**config.mk**
```make
export PLATFORM = sky130hd
export DESIGN_NAME = pll_clk_ctrl
export DESIGN_NICKNAME = d
export VERILOG_FILES = /design/src/logic/pll_clk_pkg.sv /design/src/logic/pll_clk_ctrl.sv
export VERILOG_INCLUDE_DIRS = /design/src /design/src/logic
export SDC_FILE = /design/constraint.sdc
export NUM_CORES = 1
export LEC_CHECK = 0
export ABC_CLOCK_PERIOD_IN_PS = 4500
export BUFFER_PORTS_ARGS = -buffer_cell sky130_fd_sc_hd__buf_4
export CAP_MARGIN = 15
export CORE_AREA = 2 2 108 110
export CTS_CLUSTER_DIAMETER = 100
export DETAILED_ROUTE_END_ITERATION = 10
export DIE_AREA = 0 0 110 112
export GPL_TIMING_DRIVEN = 1
export PLACE_DENSITY = 0.59
export SYNTH_ARGS = -nofsm -noshare
export SYNTH_HDL_FRONTEND = slang
export SYNTH_SLANG_ARGS = --single-unit
```
**constraint.sdc**
```tcl
create_clock -name CLOCK_I -period 4.5 [get_ports CLOCK_I]
set_input_delay 0.45 -clock CLOCK_I [delete_from_list [all_inputs] [get_ports CLOCK_I]]
set_output_delay 0.45 -clock CLOCK_I [all_outputs]
set_load 0.1 [all_outputs]
```
**src/logic/pll_clk_regs.svh**
```systemverilog
// register offsets, field positions, reset values for the pll/resync block
`ifndef PLL_CLK_REGS_SVH
`define PLL_CLK_REGS_SVH

// ----------------------------------------------------------------
// offsets
// ----------------------------------------------------------------
`define OFS_REF_PIN 8'h12
`define OFS_RESYNC 8'h13
`define OFS_PREDIV 8'h14
`define OFS_INT_MULT 8'h15
`define OFS_FRAC_HI 8'h16
`define OFS_FRAC_LO 8'h17
`define OFS_STATUS 8'h1f

// ----------------------------------------------------------------
// reset values
// ----------------------------------------------------------------
`define RST_REF_PIN 8'h00
`define RST_RESYNC 8'h10
`define RST_PREDIV 8'h01
`define RST_INT_MULT 8'h00
`define RST_FRAC 8'h00

// ----------------------------------------------------------------
// fields
// ----------------------------------------------------------------
`define REF_SEL_MSB 2
`define AUTO_EN_BIT 4
`define REQ_BIT 0
`define PREDIV_MSB 6
`define PREDIV_LSB 3
`define MULT_MSB 5
`define FRAC_HI_MSB 5
`define REF_PIN0_CODE 3'h3
`define REF_PIN2_CODE 3'h5
`define STAT_HALT_BIT 0
`define STAT_MUTE_BIT 1
`define STAT_RUN_BIT 2

`endif

```
**src/logic/pll_clk_pkg.sv**
```systemverilog
// types shared by the pll/resync block
package pll_clk_pkg;

    // gray along run -> halt -> align; align -> run flips both bits
    typedef enum logic [1:0] {
        ST_RUN = 2'h0,
        ST_HALT = 2'h1,
        ST_ALIGN = 2'h3,
        ST_AUTO = 2'h2
    } resync_state_t;

endpackage : pll_clk_pkg

```
**src/logic/pll_clk_ctrl.sv**
```systemverilog
// pll reference pin select, pll p/j/d factors and clock resync control
`timescale 1ns/1ns
`include "pll_clk_regs.svh"

// Operation
// - ref pin code 011 takes pin 0, 101 takes pin 2; others mute the reference
// - auto resync enable bit, reset 1, turns automatic resync on or off
// - with auto on, resync runs just before dac leaves standby
// - writing request bit 1 halts dac, charge pump and oversampling clocks
// - request bit back to 0 restarts clocks at next frame start; resets 0
// - pre-divider p equals field plus one, codes 0 to 14
// - multiplier j equals its six-bit binary value, 1 to 63
// - in auto set mode programmed p and j are ignored
// - fractional d is a 14-bit field 0 to 9999, ignored in auto set
module pll_clk_ctrl
    import pll_clk_pkg::*;
(
    input wire logic CLOCK_I,
    input wire logic RESET_I,
    input wire logic CLK_EN_I,
    input wire logic [7:0] ADDR_I,
    input wire logic [7:0] WDATA_I,
    input wire logic WR_I,
    input wire logic RD_I,
    input wire logic GENERAL_PIN_0_I,
    input wire logic GENERAL_PIN_2_I,
    input wire logic FRAME_START_I,
    input wire logic DAC_WAKE_I,
    input wire logic AUTO_SET_I,
    input wire logic [3:0] AUTO_P_I,
    input wire logic [5:0] AUTO_J_I,
    input wire logic [13:0] AUTO_D_I,
    output logic [7:0] RDATA_O,
    output logic PLL_REF_CLK_O,
    output logic REF_MUTE_O,
    output logic CLK_HALT_O,
    output logic DAC_RUN_O,
    output logic [4:0] PLL_P_O,
    output logic [5:0] PLL_J_O,
    output logic [13:0] PLL_D_O
);

    // ----------------------------------------------------------------
    // helpers
    // ----------------------------------------------------------------
    function automatic logic ref_code_ok(input logic [2:0] code);
        ref_code_ok = (code == `REF_PIN0_CODE) || (code == `REF_PIN2_CODE);
    endfunction : ref_code_ok

    function automatic logic [4:0] p_factor(input logic [3:0] code);
        p_factor = {1'b0, code} + 5'h1;
    endfunction : p_factor

    function automatic logic hit(input logic [7:0] a, input logic [7:0] ofs);
        hit = (a == ofs);
    endfunction : hit

    // ----------------------------------------------------------------
    // registers
    // ----------------------------------------------------------------
    logic [7:0] ref_pin_reg;
    logic [7:0] resync_reg;
    logic [7:0] resync_next;
    logic [7:0] prediv_reg;
    logic [7:0] mult_reg;
    logic [7:0] frac_hi_reg;
    logic [7:0] frac_lo_reg;
    logic wr_resync;
    logic req_next;
    logic auto_en;
    logic [2:0] pll_ref_pin_sel;
    logic [3:0] pll_prediv_p;
    logic [5:0] pll_mult_j;
    logic [13:0] pll_frac_d;
    resync_state_t state_reg;
    resync_state_t state_next;
    logic wake_sync_reg;

    assign wr_resync = WR_I && hit(ADDR_I, `OFS_RESYNC);
    assign resync_next = wr_resync ? WDATA_I : resync_reg;
    assign req_next = resync_next[`REQ_BIT];
    assign auto_en = resync_reg[`AUTO_EN_BIT];
    assign pll_ref_pin_sel = ref_pin_reg[`REF_SEL_MSB:0];
    assign pll_prediv_p = prediv_reg[`PREDIV_MSB:`PREDIV_LSB];
    assign pll_mult_j = mult_reg[`MULT_MSB:0];
    assign pll_frac_d = {frac_hi_reg[`FRAC_HI_MSB:0], frac_lo_reg};

    always_ff @(posedge CLOCK_I or posedge RESET_I) begin
        if (RESET_I) begin
            ref_pin_reg <= `RST_REF_PIN;
            resync_reg <= `RST_RESYNC;
            prediv_reg <= `RST_PREDIV;
            mult_reg <= `RST_INT_MULT;
            frac_hi_reg <= `RST_FRAC;
            frac_lo_reg <= `RST_FRAC;
        end else if (CLK_EN_I && WR_I) begin
            if (hit(ADDR_I, `OFS_REF_PIN)) begin
                ref_pin_reg <= WDATA_I;
            end
            if (wr_resync) begin
                resync_reg <= WDATA_I;
            end
            if (hit(ADDR_I, `OFS_PREDIV)) begin
                prediv_reg <= WDATA_I;
            end
            if (hit(ADDR_I, `OFS_INT_MULT)) begin
                mult_reg <= WDATA_I;
            end
            if (hit(ADDR_I, `OFS_FRAC_HI)) begin
                frac_hi_reg <= WDATA_I;
            end
            if (hit(ADDR_I, `OFS_FRAC_LO)) begin
                frac_lo_reg <= WDATA_I;
            end
        end
    end

    // ----------------------------------------------------------------
    // read port
    // ----------------------------------------------------------------
    logic [7:0] rdata_next;

    always_comb begin
        rdata_next = 8'h00;
        unique case (ADDR_I)
            `OFS_REF_PIN: rdata_next = ref_pin_reg;
            `OFS_RESYNC: rdata_next = resync_reg;
            `OFS_PREDIV: rdata_next = prediv_reg;
            `OFS_INT_MULT: rdata_next = mult_reg;
            `OFS_FRAC_HI: rdata_next = frac_hi_reg;
            `OFS_FRAC_LO: rdata_next = frac_lo_reg;
            `OFS_STATUS: begin
                rdata_next[`STAT_HALT_BIT] = CLK_HALT_O;
                rdata_next[`STAT_MUTE_BIT] = REF_MUTE_O;
                rdata_next[`STAT_RUN_BIT] = DAC_RUN_O;
            end
            default: rdata_next = 8'h00;
        endcase
    end

    // data valid only in the cycle after the read strobe
    always_ff @(posedge CLOCK_I or posedge RESET_I) begin
        if (RESET_I) begin
            RDATA_O <= 8'h00;
        end else if (CLK_EN_I) begin
            RDATA_O <= RD_I ? rdata_next : 8'h00;
        end
    end

    chk_status_halt:
    assert property (@(posedge CLOCK_I) disable iff (RESET_I)
        (CLK_EN_I && RD_I && ADDR_I == `OFS_STATUS)
        |=> RDATA_O[`STAT_HALT_BIT] == $past(CLK_HALT_O))
    else $error("status halt bit differs from halt output");

    chk_read_idle_zero:
    assert property (@(posedge CLOCK_I) disable iff (RESET_I)
        (CLK_EN_I && !RD_I) |=> RDATA_O == 8'h00)
    else $error("read data not cleared after its cycle");

    // ----------------------------------------------------------------
    // pll reference pin
    // ----------------------------------------------------------------
    always_ff @(posedge CLOCK_I or posedge RESET_I) begin
        if (RESET_I) begin
            PLL_REF_CLK_O <= 1'b0;
            REF_MUTE_O <= 1'b1;
        end else if (CLK_EN_I) begin
            REF_MUTE_O <= !ref_code_ok(pll_ref_pin_sel);
            if (pll_ref_pin_sel == `REF_PIN0_CODE) begin
                PLL_REF_CLK_O <= GENERAL_PIN_0_I;
            end else if (pll_ref_pin_sel == `REF_PIN2_CODE) begin
                PLL_REF_CLK_O <= GENERAL_PIN_2_I;
            end else begin
                PLL_REF_CLK_O <= 1'b0;
            end
        end
    end

    chk_ref_pin_zero:
    assert property (@(posedge CLOCK_I) disable iff (RESET_I)
        (CLK_EN_I && pll_ref_pin_sel == `REF_PIN0_CODE)
        |=> (PLL_REF_CLK_O == $past(GENERAL_PIN_0_I)) && !REF_MUTE_O)
    else $error("pin 0 not routed to pll reference");

    chk_ref_mute_code:
    assert property (@(posedge CLOCK_I) disable iff (RESET_I)
        (CLK_EN_I && !ref_code_ok(pll_ref_pin_sel))
        |=> REF_MUTE_O && !PLL_REF_CLK_O)
    else $error("unusable reference code not muted");

    chk_pin_two_route:
    assert property (@(posedge CLOCK_I) disable iff (RESET_I)
        (CLK_EN_I && pll_ref_pin_sel == `REF_PIN2_CODE)
        |=> (PLL_REF_CLK_O == $past(GENERAL_PIN_2_I)) && !REF_MUTE_O)
    else $error("pin 2 not routed to pll reference");

    // ----------------------------------------------------------------
    // pll factors
    // ----------------------------------------------------------------
    always_ff @(posedge CLOCK_I or posedge RESET_I) begin
        if (RESET_I) begin
            PLL_P_O <= 5'h1;
            PLL_J_O <= 6'h00;
            PLL_D_O <= 14'h0000;
        end else if (CLK_EN_I) begin
            if (AUTO_SET_I) begin
                PLL_P_O <= p_factor(AUTO_P_I);
                PLL_J_O <= AUTO_J_I;
                PLL_D_O <= AUTO_D_I;
            end else begin
                PLL_P_O <= p_factor(pll_prediv_p);
                PLL_J_O <= pll_mult_j;
                PLL_D_O <= pll_frac_d;
            end
        end
    end

    chk_prediv_plus_one:
    assert property (@(posedge CLOCK_I) disable iff (RESET_I)
        (CLK_EN_I && !AUTO_SET_I)
        |=> PLL_P_O == {1'b0, $past(pll_prediv_p)} + 5'h1)
    else $error("pre-divider p is not field plus one");

    chk_mult_direct:
    assert property (@(posedge CLOCK_I) disable iff (RESET_I)
        (CLK_EN_I && !AUTO_SET_I) |=> PLL_J_O == $past(pll_mult_j))
    else $error("multiplier j differs from field");

    chk_auto_set_ignore:
    assert property (@(posedge CLOCK_I) disable iff (RESET_I)
        (CLK_EN_I && AUTO_SET_I)
        |=> PLL_J_O == $past(AUTO_J_I)
            && PLL_P_O == {1'b0, $past(AUTO_P_I)} + 5'h1)
    else $error("programmed factors used in auto set mode");

    chk_frac_field:
    assert property (@(posedge CLOCK_I) disable iff (RESET_I)
        (CLK_EN_I && !AUTO_SET_I) |=> PLL_D_O == $past(pll_frac_d))
    else $error("fractional d differs from field");

    chk_enable_freeze:
    assert property (@(posedge CLOCK_I) disable iff (RESET_I)
        (!CLK_EN_I)
        |=> $stable(PLL_P_O) && $stable(PLL_J_O) && $stable(mult_reg) && $stable(state_reg))
    else $error("state moved while clock enable low");

    // ----------------------------------------------------------------
    // resync sequencer
    // ----------------------------------------------------------------
    logic auto_start;
    logic align_done;

    assign auto_start = auto_en && DAC_WAKE_I && !DAC_RUN_O && !wake_sync_reg;
    assign align_done = FRAME_START_I && !req_next;

    always_comb begin
        state_next = state_reg;
        unique case (state_reg)
            ST_RUN: begin
                if (req_next) begin
                    state_next = ST_HALT;
                end else if (auto_start) begin
                    state_next = ST_AUTO;
                end
            end
            ST_HALT: begin
                if (!req_next) begin
                    state_next = ST_ALIGN;
                end
            end
            ST_AUTO: begin
                state_next = req_next ? ST_HALT : ST_ALIGN;
            end
            ST_ALIGN: begin
                if (req_next) begin
                    state_next = ST_HALT;
                end else if (FRAME_START_I) begin
                    state_next = ST_RUN;
                end
            end
        endcase
    end

    always_ff @(posedge CLOCK_I or posedge RESET_I) begin
        if (RESET_I) begin
            state_reg <= ST_RUN;
            CLK_HALT_O <= 1'b0;
        end else if (CLK_EN_I) begin
            state_reg <= state_next;
            CLK_HALT_O <= (state_next != ST_RUN);
        end
    end

    // dac wake waits for the auto resync to close
    always_ff @(posedge CLOCK_I or posedge RESET_I) begin
        if (RESET_I) begin
            wake_sync_reg <= 1'b0;
            DAC_RUN_O <= 1'b0;
        end else if (CLK_EN_I) begin
            if (!DAC_WAKE_I) begin
                wake_sync_reg <= 1'b0;
                DAC_RUN_O <= 1'b0;
            end else if (!auto_en && !DAC_RUN_O) begin
                DAC_RUN_O <= 1'b1;
            end else if (state_reg == ST_RUN && auto_start && !req_next) begin
                wake_sync_reg <= 1'b1;
            end else if (wake_sync_reg && state_reg == ST_ALIGN && align_done) begin
                wake_sync_reg <= 1'b0;
                DAC_RUN_O <= 1'b1;
            end
        end
    end

    chk_no_auto_wake:
    assert property (@(posedge CLOCK_I) disable iff (RESET_I)
        (CLK_EN_I && !auto_en && DAC_WAKE_I && !DAC_RUN_O)
        |=> DAC_RUN_O)
    else $error("wake delayed with auto resync off");

    chk_auto_before_run:
    assert property (@(posedge CLOCK_I) disable iff (RESET_I)
        (CLK_EN_I && state_reg == ST_RUN && auto_start && !req_next)
        |=> CLK_HALT_O && !DAC_RUN_O)
    else $error("dac left standby without resync");

    chk_wake_wait_frame:
    assert property (@(posedge CLOCK_I) disable iff (RESET_I)
        (CLK_EN_I && auto_en && DAC_WAKE_I && !DAC_RUN_O && state_reg != ST_ALIGN)
        |=> !DAC_RUN_O)
    else $error("dac entered normal operation off a resync");

    chk_request_halts:
    assert property (@(posedge CLOCK_I) disable iff (RESET_I)
        (CLK_EN_I && wr_resync && WDATA_I[`REQ_BIT]) |=> CLK_HALT_O)
    else $error("request did not halt clocks");

    chk_frame_resume:
    assert property (@(posedge CLOCK_I) disable iff (RESET_I)
        (CLK_EN_I && state_reg == ST_ALIGN && align_done)
        |=> !CLK_HALT_O && state_reg == ST_RUN)
    else $error("clocks not resumed at frame start");

    chk_hold_to_frame:
    assert property (@(posedge CLOCK_I) disable iff (RESET_I)
        (CLK_EN_I && state_reg == ST_ALIGN && !FRAME_START_I)
        |=> CLK_HALT_O)
    else $error("clocks resumed off frame boundary");

endmodule : pll_clk_ctrl

```
# ---- After elaboration in Yosys (flattened, before gate mapping)
# Index checks and enable logic that the tools add are counted.
dict set report word_totals {
  out_inout_bits 37
  regBits 88
  input_bits 50
  elab_cells 86
}
dict set report classes {
  n_mux 24
  n_reduce_logical 27
  add_sub_neg 2
  n_eq_ne 16
}
# operator n
set op_table {}
lappend op_table {{8-bit by 5-bit equality test with 1-bit output (second input constant)} 7}
lappend op_table {{5-bit case mux with 6 select lines} 1}
lappend op_table {{3-bit case mux with 7 select lines} 1}
lappend op_table {{14-bit two-way mux} 1}
lappend op_table {{2-bit two-way mux} 6}
lappend op_table {{2-bit AND reduction} 6}
lappend op_table {{1-bit logical AND} 11}
lappend op_table {{1-bit two-way mux} 11}
lappend op_table {{4-bit by 1-bit adder with 5-bit output (second input constant)} 2}
lappend op_table {{8-bit two-way mux} 1}
lappend op_table {{2-bit case mux with 4 select lines} 1}
lappend op_table {{6-bit two-way mux} 1}
lappend op_table {{3-bit by 1-bit != test with 1-bit output (second input constant)} 2}
lappend op_table {{3-bit AND reduction} 2}
lappend op_table {{1-bit logical NOT} 5}
lappend op_table {{5-bit two-way mux} 1}
lappend op_table {{2-bit equality test (second input constant)} 2}
lappend op_table {{3-bit by 2-bit equality test with 1-bit output (second input constant)} 1}
lappend op_table {{3-bit equality test (second input constant)} 1}
lappend op_table {{3-bit != test (second input constant)} 1}
lappend op_table {{2-bit by 1-bit equality test with 1-bit output (second input constant)} 1}
lappend op_table {{2-bit logical NOT} 1}
lappend op_table {{2-bit != test (second input constant)} 1}
lappend op_table {{2-bit nonzero test} 1}
lappend op_table {{1-bit logical OR} 1}

# ---- Depth between registers and ports, before layout
# Gate-level depths: netlist of the first run.
dict set report logic_depth {
  ltp_word 10
  ltp_mapped 7
  ltp_nobuf 5
}

# ---- Worst setup path after synthesis of the first run
# No wires, ideal clock.
dict set report synth_timing {
  path_kind {input -> register}
  start {in ADDR_I[3]}
  end {reg prediv_reg[1]}
  setup_ns 0.125
  slack_ns 2.488
  n_path_buf 1
  cell_stages 5
  arrival_ns 1.888
  path_cell_list {clkbuf_1 > nor2b_1 > nand2_2 > nor4_4 > mux2_2}
}
dict set report synth_via {
  elab_chain_len 2
}
# element line_no
set synth_rtl {}
lappend synth_rtl {{start, declared} pll_clk_ctrl.sv:21} ;# input wire logic [7:0] ADDR_I,
lappend synth_rtl {{8-bit by 5-bit equality test with 1-bit output} pll_clk_ctrl.sv:55} ;# hit = (a == ofs);
lappend synth_rtl {{2-bit AND reduction (no line)} -}
lappend synth_rtl {{end signal, assigned} pll_clk_ctrl.sv:92} ;# prediv_reg <= `RST_PREDIV;
lappend synth_rtl {{end, declared} pll_clk_ctrl.sv:64} ;# logic [7:0] prediv_reg;
# Every way passes these cells.
# A chain may end at the register's enable or synchronous reset.

# ---- Final worst setup path of the first run
dict set report layout_timing {
  start {in ADDR_I[5]}
  end {reg prediv_reg[2]}
}
# Same word-level chain as after synthesis.

==> results of run 1 <==
==> layout make-up <==
class / instances / area (um^2)
Timing Repair Buffer: 87 / 653
Inverter: 9 / 35.0
Multi-Input combinational cell: 234 / 1930
Fill cell: 1031 / 5880
Clock buffer: 10 / 239
Sequential cell: 88 / 2210
Tap cell: 143 / 179
Clock inverter: 6 / 52.6
==> path summary, 6_finish.rpt <==
| kind | slack (ns) | to | cells after the start | from |
|---|---|---|---|---|
| worst max-delay path | 2.44 | prediv_reg[2]$_DFFE_PP0P_ | 5 | ADDR_I[5] |
| worst min-delay path | 0.20 | PLL_D_O[5]$_DFFE_PP0P_ | 2 | RESET_I |
| worst max register to register | 3.07 | wake_sync_reg$_DFFE_PP0P_ | 4 | state_reg[1]$_DFFE_PP0P_ |
| worst min register to register | 0.49 | RDATA_O[4]$_DFFE_PP0P_ | 1 | RDATA_O[4]$_DFFE_PP0P_ |
| max in group asynchronous | 3.23 | PLL_D_O[10]$_DFFE_PP0P_ | 3 | RESET_I |
| min in group CLOCK_I | 0.40 | mult_reg[5]$_DFFE_PP0P_ | 2 | WDATA_I[5] |
==> kinds of logic after synthesis <==
kind of cell	synth area share
adder cells (fa/ha/maj)	0.00294
XOR/XNOR	0.00618
flip-flops	0.519
AO/OA/AOI/OAI	0.0994
multiplexers	0.245
buffers and inverters	0.0271
AND/OR/NAND/NOR	0.100
==> report_power, final <==
part / switching [mW] / total, mW / internal, mW
Combinational: 0.296 / 0.413 / 0.116
Sequential: 0.0355 / 0.872 / 0.837
Clock: 0.324 / 0.721 / 0.397
==> placed cells by master, fill, tap and decap left out, types with 3 or more instances in the layout <==
master     Yosys  final
dfrtp_1       84     84
nor2_1        32     32
nand4_1        3      3
o22ai_1        5      5
nand2_1        6      6
a2bb2oi_1      5      5
a221oi_1       3      3
clkbuf_16      0      9
dfstp_2        4      4
inv_1          9      8
mux2_2        52     52
nand2b_1       3      3
nand3_1        8      8
mux4_2         3      3
a22o_1         4      4
mux2i_1       39     39
o21ai_0        6      6
o2bb2ai_1      5      5
nor3_1         3      3
and4_1         3      3
buf_4          0     87
and2_1         3      3
a21oi_1       23     23
==> routing by layer <==
| layer | vias to the layer above | wire length, um | GRT usage |
|---|---|---|---|
| li1 | 1451 | - | - |
| met1 | 1513 | 4290 | 0.229 |
| met3 | 7 | 585 | 0.0580 |
| met5 | - | 0 | 0 |
| met4 | 0 | 72 | 0.0371 |
| met2 | 68 | 5330 | 0.301 |
==> through the flow <==
| stage | util | hold WS (ns) | cells |
|---|---|---|---|
| 2_1_floorplan | - | 0.441 | 351 |
| 3_3_place_gp | 0.448 | 0.477 | 561 |
| 3_5_place_dp | 0.448 | 0.479 | 561 |
| 4_1_cts | 0.474 | 0.222 | 577 |
| 5_1_grt | 0.474 | 0.259 | 577 |
| 6_report | 0.474 | 0.203 | 577 |
==> results.md, run 1 <==
- Status: finished, final reports clean
- Layout cell share with drive strength beyond 1: 0.396
- First-pass GRT wire length: between 15,000 and 20,000 um
- Crit start category: primary input
- Worst vdd ir: ~0.23 mV
- Worst-case clock buffer depth: 2
- Worst-path fanout max: 8
- Area fraction of the dominant cell type after synthesis: 0.494
- Max incr delay on CP: roughly 0.59 ns
- TritonCTS clock tree: done
- Synth-to-Final Area Change: 24.5%
- CP max stage cell: nor4_4
- Most frequent cell after synthesis: dfrtp_1
- Initial core utilization: 0.381
- Avg Vias per Cell: ~5.3
- FMAX: 0.486 GHz
- Leak: about 2.5 nW
- Via count: roughly 3,000
- Syn Inst Count: ~350
- Die ar.: roughly 0.012 mm^2
- Total buffers and inverters traversed by the critical path: 1
- Worst setup margin: 2.44 ns
- Setup violators final: 0
- Worst path cell trace: buf_4 > nor4b_4 > nand2_2 > nor4_4 > mux2_2
- Hold crit path type: in2async
- Final Cycle Share: 0.457
- Port Buffers: 86
- Most used DFF post-synth: dfrtp_1
- Clk root buf: clkbuf_16
- Max H-tree Level: 3
- Dpl cell area: ~0.0050 mm^2
- Pre-CTS setup slack: between 2 and 2.5 ns
- GRT overflow: 0
- Vias in the first global route: between 3,000 and 4,000
- Post-DP HPWL: 7310 um
- IO Pins: slightly below 90
- Post-CTS Setup Inserts: 0
- Mapped Avg Cell Area: between 10 and 15 um^2
- Largest net degree at the start of global routing: 62
- Worst slew margin: 0.515
- Yosys reg bits: 88
- Hold-fix buffers, CTS: 0
- GRT Resource Usage Total: 0.180
- Initial antenna violation count: 0
- Clk slew on worst S/H paths: around 0.07 ns
- Area leader, netlist: dfrtp_1
- CP Class: in2reg
- Worst Tran Pin Value: slightly above 0.7 ns
- CTS Buf Count: 9
- Routed WL: between 10,000 and 15,000 um
- Skew final: ~0.012 ns
- Ant. Diodes: 0
- Syn_nets: roughly 400
- Drt wl/cell: between 15 and 20 um
- CP arrival: about 2.3 ns
- Post-synth EDFFs: 0
- RSZ-0062 raised after global routing: no
- Syn. warnings: 0
- Final min period: ~2 ns
- Yosys cell types: 50
- Worst setup EP type: flop
- Slew Limit Fails: 0
- Seq/Total Area, Yosys: 0.519
- Top Family by Delay on Critical Path: simple AND/OR/NAND/NOR gates
- Largest reg by FF count: PLL_D_O
- Routability cong.: slightly below 0.8
- Core Box Area: 0.0112 mm^2
- Finished Cell Area: roughly 0.0053 mm^2
- Initial drt markers: around 180
- Total of max-cap violations: 0
- Cell Pwr Density: roughly 380 mW/mm^2
- Die X: 110 um
- Synth top area cells: dfrtp_1 49%, mux2_2 14%, mux2i_1 9.2%
- First-pass DRT Iterations: 4
- Final Hold Viols: 0
- Worst skew pair latency: between 0.3 and 0.4 ns
- Max FFs per register: 14
- PostCTS Resize Cnt: 0
- Post-synth top cells: 84 x dfrtp_1, 52 x mux2_2, 39 x mux2i_1, 32 x nor2_1, 23 x a21oi_1
- TritonCTS Sinks: 88
- # rows: 39
- DRC: 0
- Post-route ant nets: 0
- Die height: about 110 um
- Final nets: 480
- Synthesized area: 0.00425 mm^2
- Final Power: 2.01 mW
- Setup_tns: 0 ns
- Worst endpoint required time: ~4.7 ns
- Post-synthesis async set-or-reset flop share: 1.00
(Power assumes the default switching activity.)
==> run 2: changes to the inputs <==
--- a/config.mk
+++ b/config.mk
@@ -6,7 +6,7 @@
 export SDC_FILE = /design/constraint.sdc
 export NUM_CORES = 1
 export LEC_CHECK = 0
-export ABC_CLOCK_PERIOD_IN_PS = 4500
+export ABC_CLOCK_PERIOD_IN_PS = 1900
 export BUFFER_PORTS_ARGS = -buffer_cell sky130_fd_sc_hd__buf_4
 export CAP_MARGIN = 15
 export CORE_AREA = 2 2 108 110
==> constraint.sdc (replaced) <==
create_clock -name CLOCK_I -period 1.9 [get_ports CLOCK_I]
set_input_delay 0.19 -clock CLOCK_I [delete_from_list [all_inputs] [get_ports CLOCK_I]]
set_output_delay 0.19 -clock CLOCK_I [all_outputs]
set_load 0.1 [all_outputs]
==> results.md, run 2 (synthesis results as in run 1) <==
- Layout cell share with drive strength beyond 1: 0.412 (+0.0153)
- Crit start category: primary input
- CP Class: in2reg
- Cell Pwr Density: 932 mW/mm^2 (+150%)
- Synth-to-Final Area Change: 28.4%
- Initial antenna violation count: 0 (unchanged)
- Total of max-cap violations: 0 (unchanged)
- Hold-fix buffers, CTS: 1 (+1)
- Hold crit path type: in2reg
- GRT Resource Usage Total: 0.179 (-0.00105)
- Max H-tree Level: 3 (unchanged)
- Initial drt markers: 176 (-3.8%)
- TritonCTS clock tree: done
- Worst-path fanout max: 4 (-4)
- Drt wl/cell: 17.4 um (-2.2%)
- Routability cong.: 0.833 (+5.1%)
- Met3 GRT Util: 0.0398 (-0.0181)
- Largest net degree at the start of global routing: 76 (+23%)
- Switch Pwr: 1.54 mW (+130%)
- Vias in the first global route: 3,215 (-0.031%)
- R2R Path Start: state_reg[1]$_DFFE_PP0P_
- # rows: 39 (unchanged)
- Post-DP HPWL: 7440 um (+1.7%)
- Die ar.: 0.0123 mm^2 (unchanged)
- Clk slew on worst S/H paths: 0.06 ns (about the same)
- Sw Ratio: 0.303 (-0.0241)
- Worst slew margin: 0.616 (+0.101)
- First-pass GRT wire length: 16,600 um (-2.2%)
- DRC: 0 (unchanged)
- Die height: 112 um (unchanged)
- First-pass DRT Iterations: 4 (unchanged)
- Setup violators final: 0 (unchanged)
- Post-CTS Setup Inserts: 0 (unchanged)
- Worst-case clock buffer depth: 2 (unchanged)
- GRT overflow: 0 (unchanged)
- Clock power frac: 0.398 (+0.039)
- Final nets: 494 (+2.9%)
- Multi-input gate area: 0.00193 mm^2 (unchanged)
- Core Box Area: 0.0112 mm^2 (unchanged)
- Dpl cell area: 0.00512 mm^2 (+2.3%)
- Worst setup EP type: flop
- Global route hottest layer: met2
- Worst vdd ir: 0.417 mV (+84%)
- Max FFs per register: 14 (unchanged)
- Slew Limit Fails: 0 (unchanged)
- Worst endpoint required time: 2.15 ns (-2.57 ns)
- Worst Tran Pin Value: 0.576 ns (-0.151 ns)
- Setup_tns: 0 ns (unchanged)
- PostCTS Resize Cnt: 0 (unchanged)
- Met1 Use GR: 0.234 (+0.00564)
- Worst skew pair latency: 0.34 ns (about the same)
- IO Pins: 87 (unchanged)
- Largest reg by FF count: PLL_D_O
- Min-delay src: WDATA_I[7]
- Ant. Diodes: 0 (unchanged)
- Status: finished, final reports clean
- Most frequent cells in the layout: 99 x buf_4, 84 x dfrtp_1, 52 x mux2_2, 39 x mux2i_1, 32 x nor2_1
- Finished Cell Area: 0.00546 mm^2 (+3.1%)
- Routed WL: 10,300 um (about the same)
- Port Buffers: 86 (unchanged)
- TritonCTS Sinks: 88 (unchanged)
- Final Hold Viols: 0 (unchanged)
- Combinational group share of total power: 0.196 (-0.010)
- RSZ-0062 raised after global routing: no
- FF/Latch Area: 0.00221 mm^2 (unchanged)
- Worst Setup SP: ADDR_I[5]
- Via count: 3,110 (+2.3%)
- Avg Vias per Cell: 5.27 (about the same)
- CP arrival: 1.79 ns (-0.49 ns)
- Initial core utilization: 0.381 (unchanged)
- Clk root buf: clkbuf_16
- Leak: 2.63 nW (+3.8%)
- M2 GR Usage: 0.284 (-0.0164)
- CTS Buf Count: 9 (unchanged)
- Final min period: 1.54 ns
- Internal: 3.55 mW (+160%)
- Skew final: 0.00533 ns (-0.00679 ns)
- FMAX: roughly 0.65 GHz
- Post-route ant nets: 0 (unchanged)
- Reg power frac: 0.406 (-0.029)
- Die X: 110 um (unchanged)
- Most common cell after layout, fill and taps aside: buf_4
- Final Cycle Share: 0.809
- FILL cells: 1,021 (-0.97%)
==> run 2: cell type report <==
class | instances | share of cell area
Tap cell | 143 | 0.0328
Timing Repair Buffer | 101 | 0.142
Inverter | 9 | 0.00687
Sequential cell | 88 | 0.404
Clock buffer | 9 | 0.0412
Multi-Input combinational cell | 234 | 0.353
Clock inverter | 6 | 0.0199
==> run 2: power by group through the flow <==
stage / logic [mW] / registers [mW] / clock network [mW]
2_1_floorplan: 0.282 / 2.52 / 0
3_3_place_gp: 0.999 / 2.09 / 0
3_5_place_dp: 1.01 / 2.10 / 0
4_1_cts: 1.01 / 2.07 / 2.06
5_1_grt: 1.06 / 2.08 / 2.16
6_report: 0.999 / 2.06 / 2.02
==> run 2: through the flow <==
stage | worst slack [ns] | hold slack, ns | power (mW) | std cells | util
final | 0.363 | 0.131 | 5.09 | 590 | 0.489
after global placement | 0.0245 | 0.181 | 3.09 | 574 | 0.458
after CTS | 0.368 | 0.121 | 5.14 | 590 | 0.489
after floorplan | 0.148 | 0.340 | 2.80 | 351 | -
after detailed placement | 0.00443 | 0.188 | 3.11 | 574 | 0.458
after global routing | 0.302 | 0.133 | 5.29 | 590 | 0.489
==> run 2: worst paths after layout <==
check	end	slack [ns]	depth (start not counted)
worst max register to register	wake_sync_reg$_DFFE_PP0P_	0.48	4
worst max-delay path	wake_sync_reg$_DFFE_PP0P_	0.36	5
worst min register to register	RDATA_O[3]$_DFFE_PP0P_	0.49	1
worst min-delay path	frac_lo_reg[7]$_DFFE_PP0P_	0.13	2
min in group asynchronous	PLL_J_O[5]$_DFFE_PP0P_	0.36	3
max in group asynchronous	REF_MUTE_O$_DFFE_PP1P_	0.80	4
==> run 2: critical path: stages <==
cell	delay, ns
buf_4	0.12
or4b_4	0.56
o31a_1	0.36
o41a_1	0.39
a221oi_2	0.17
==> run 2: layer usage <==
metal | wire length (um) | vias up
li1 | - | 1478
met3 | 552 | 19
met4 | 308 | 0
met5 | 0 | -
met2 | 4940 | 82
met1 | 4470 | 1531
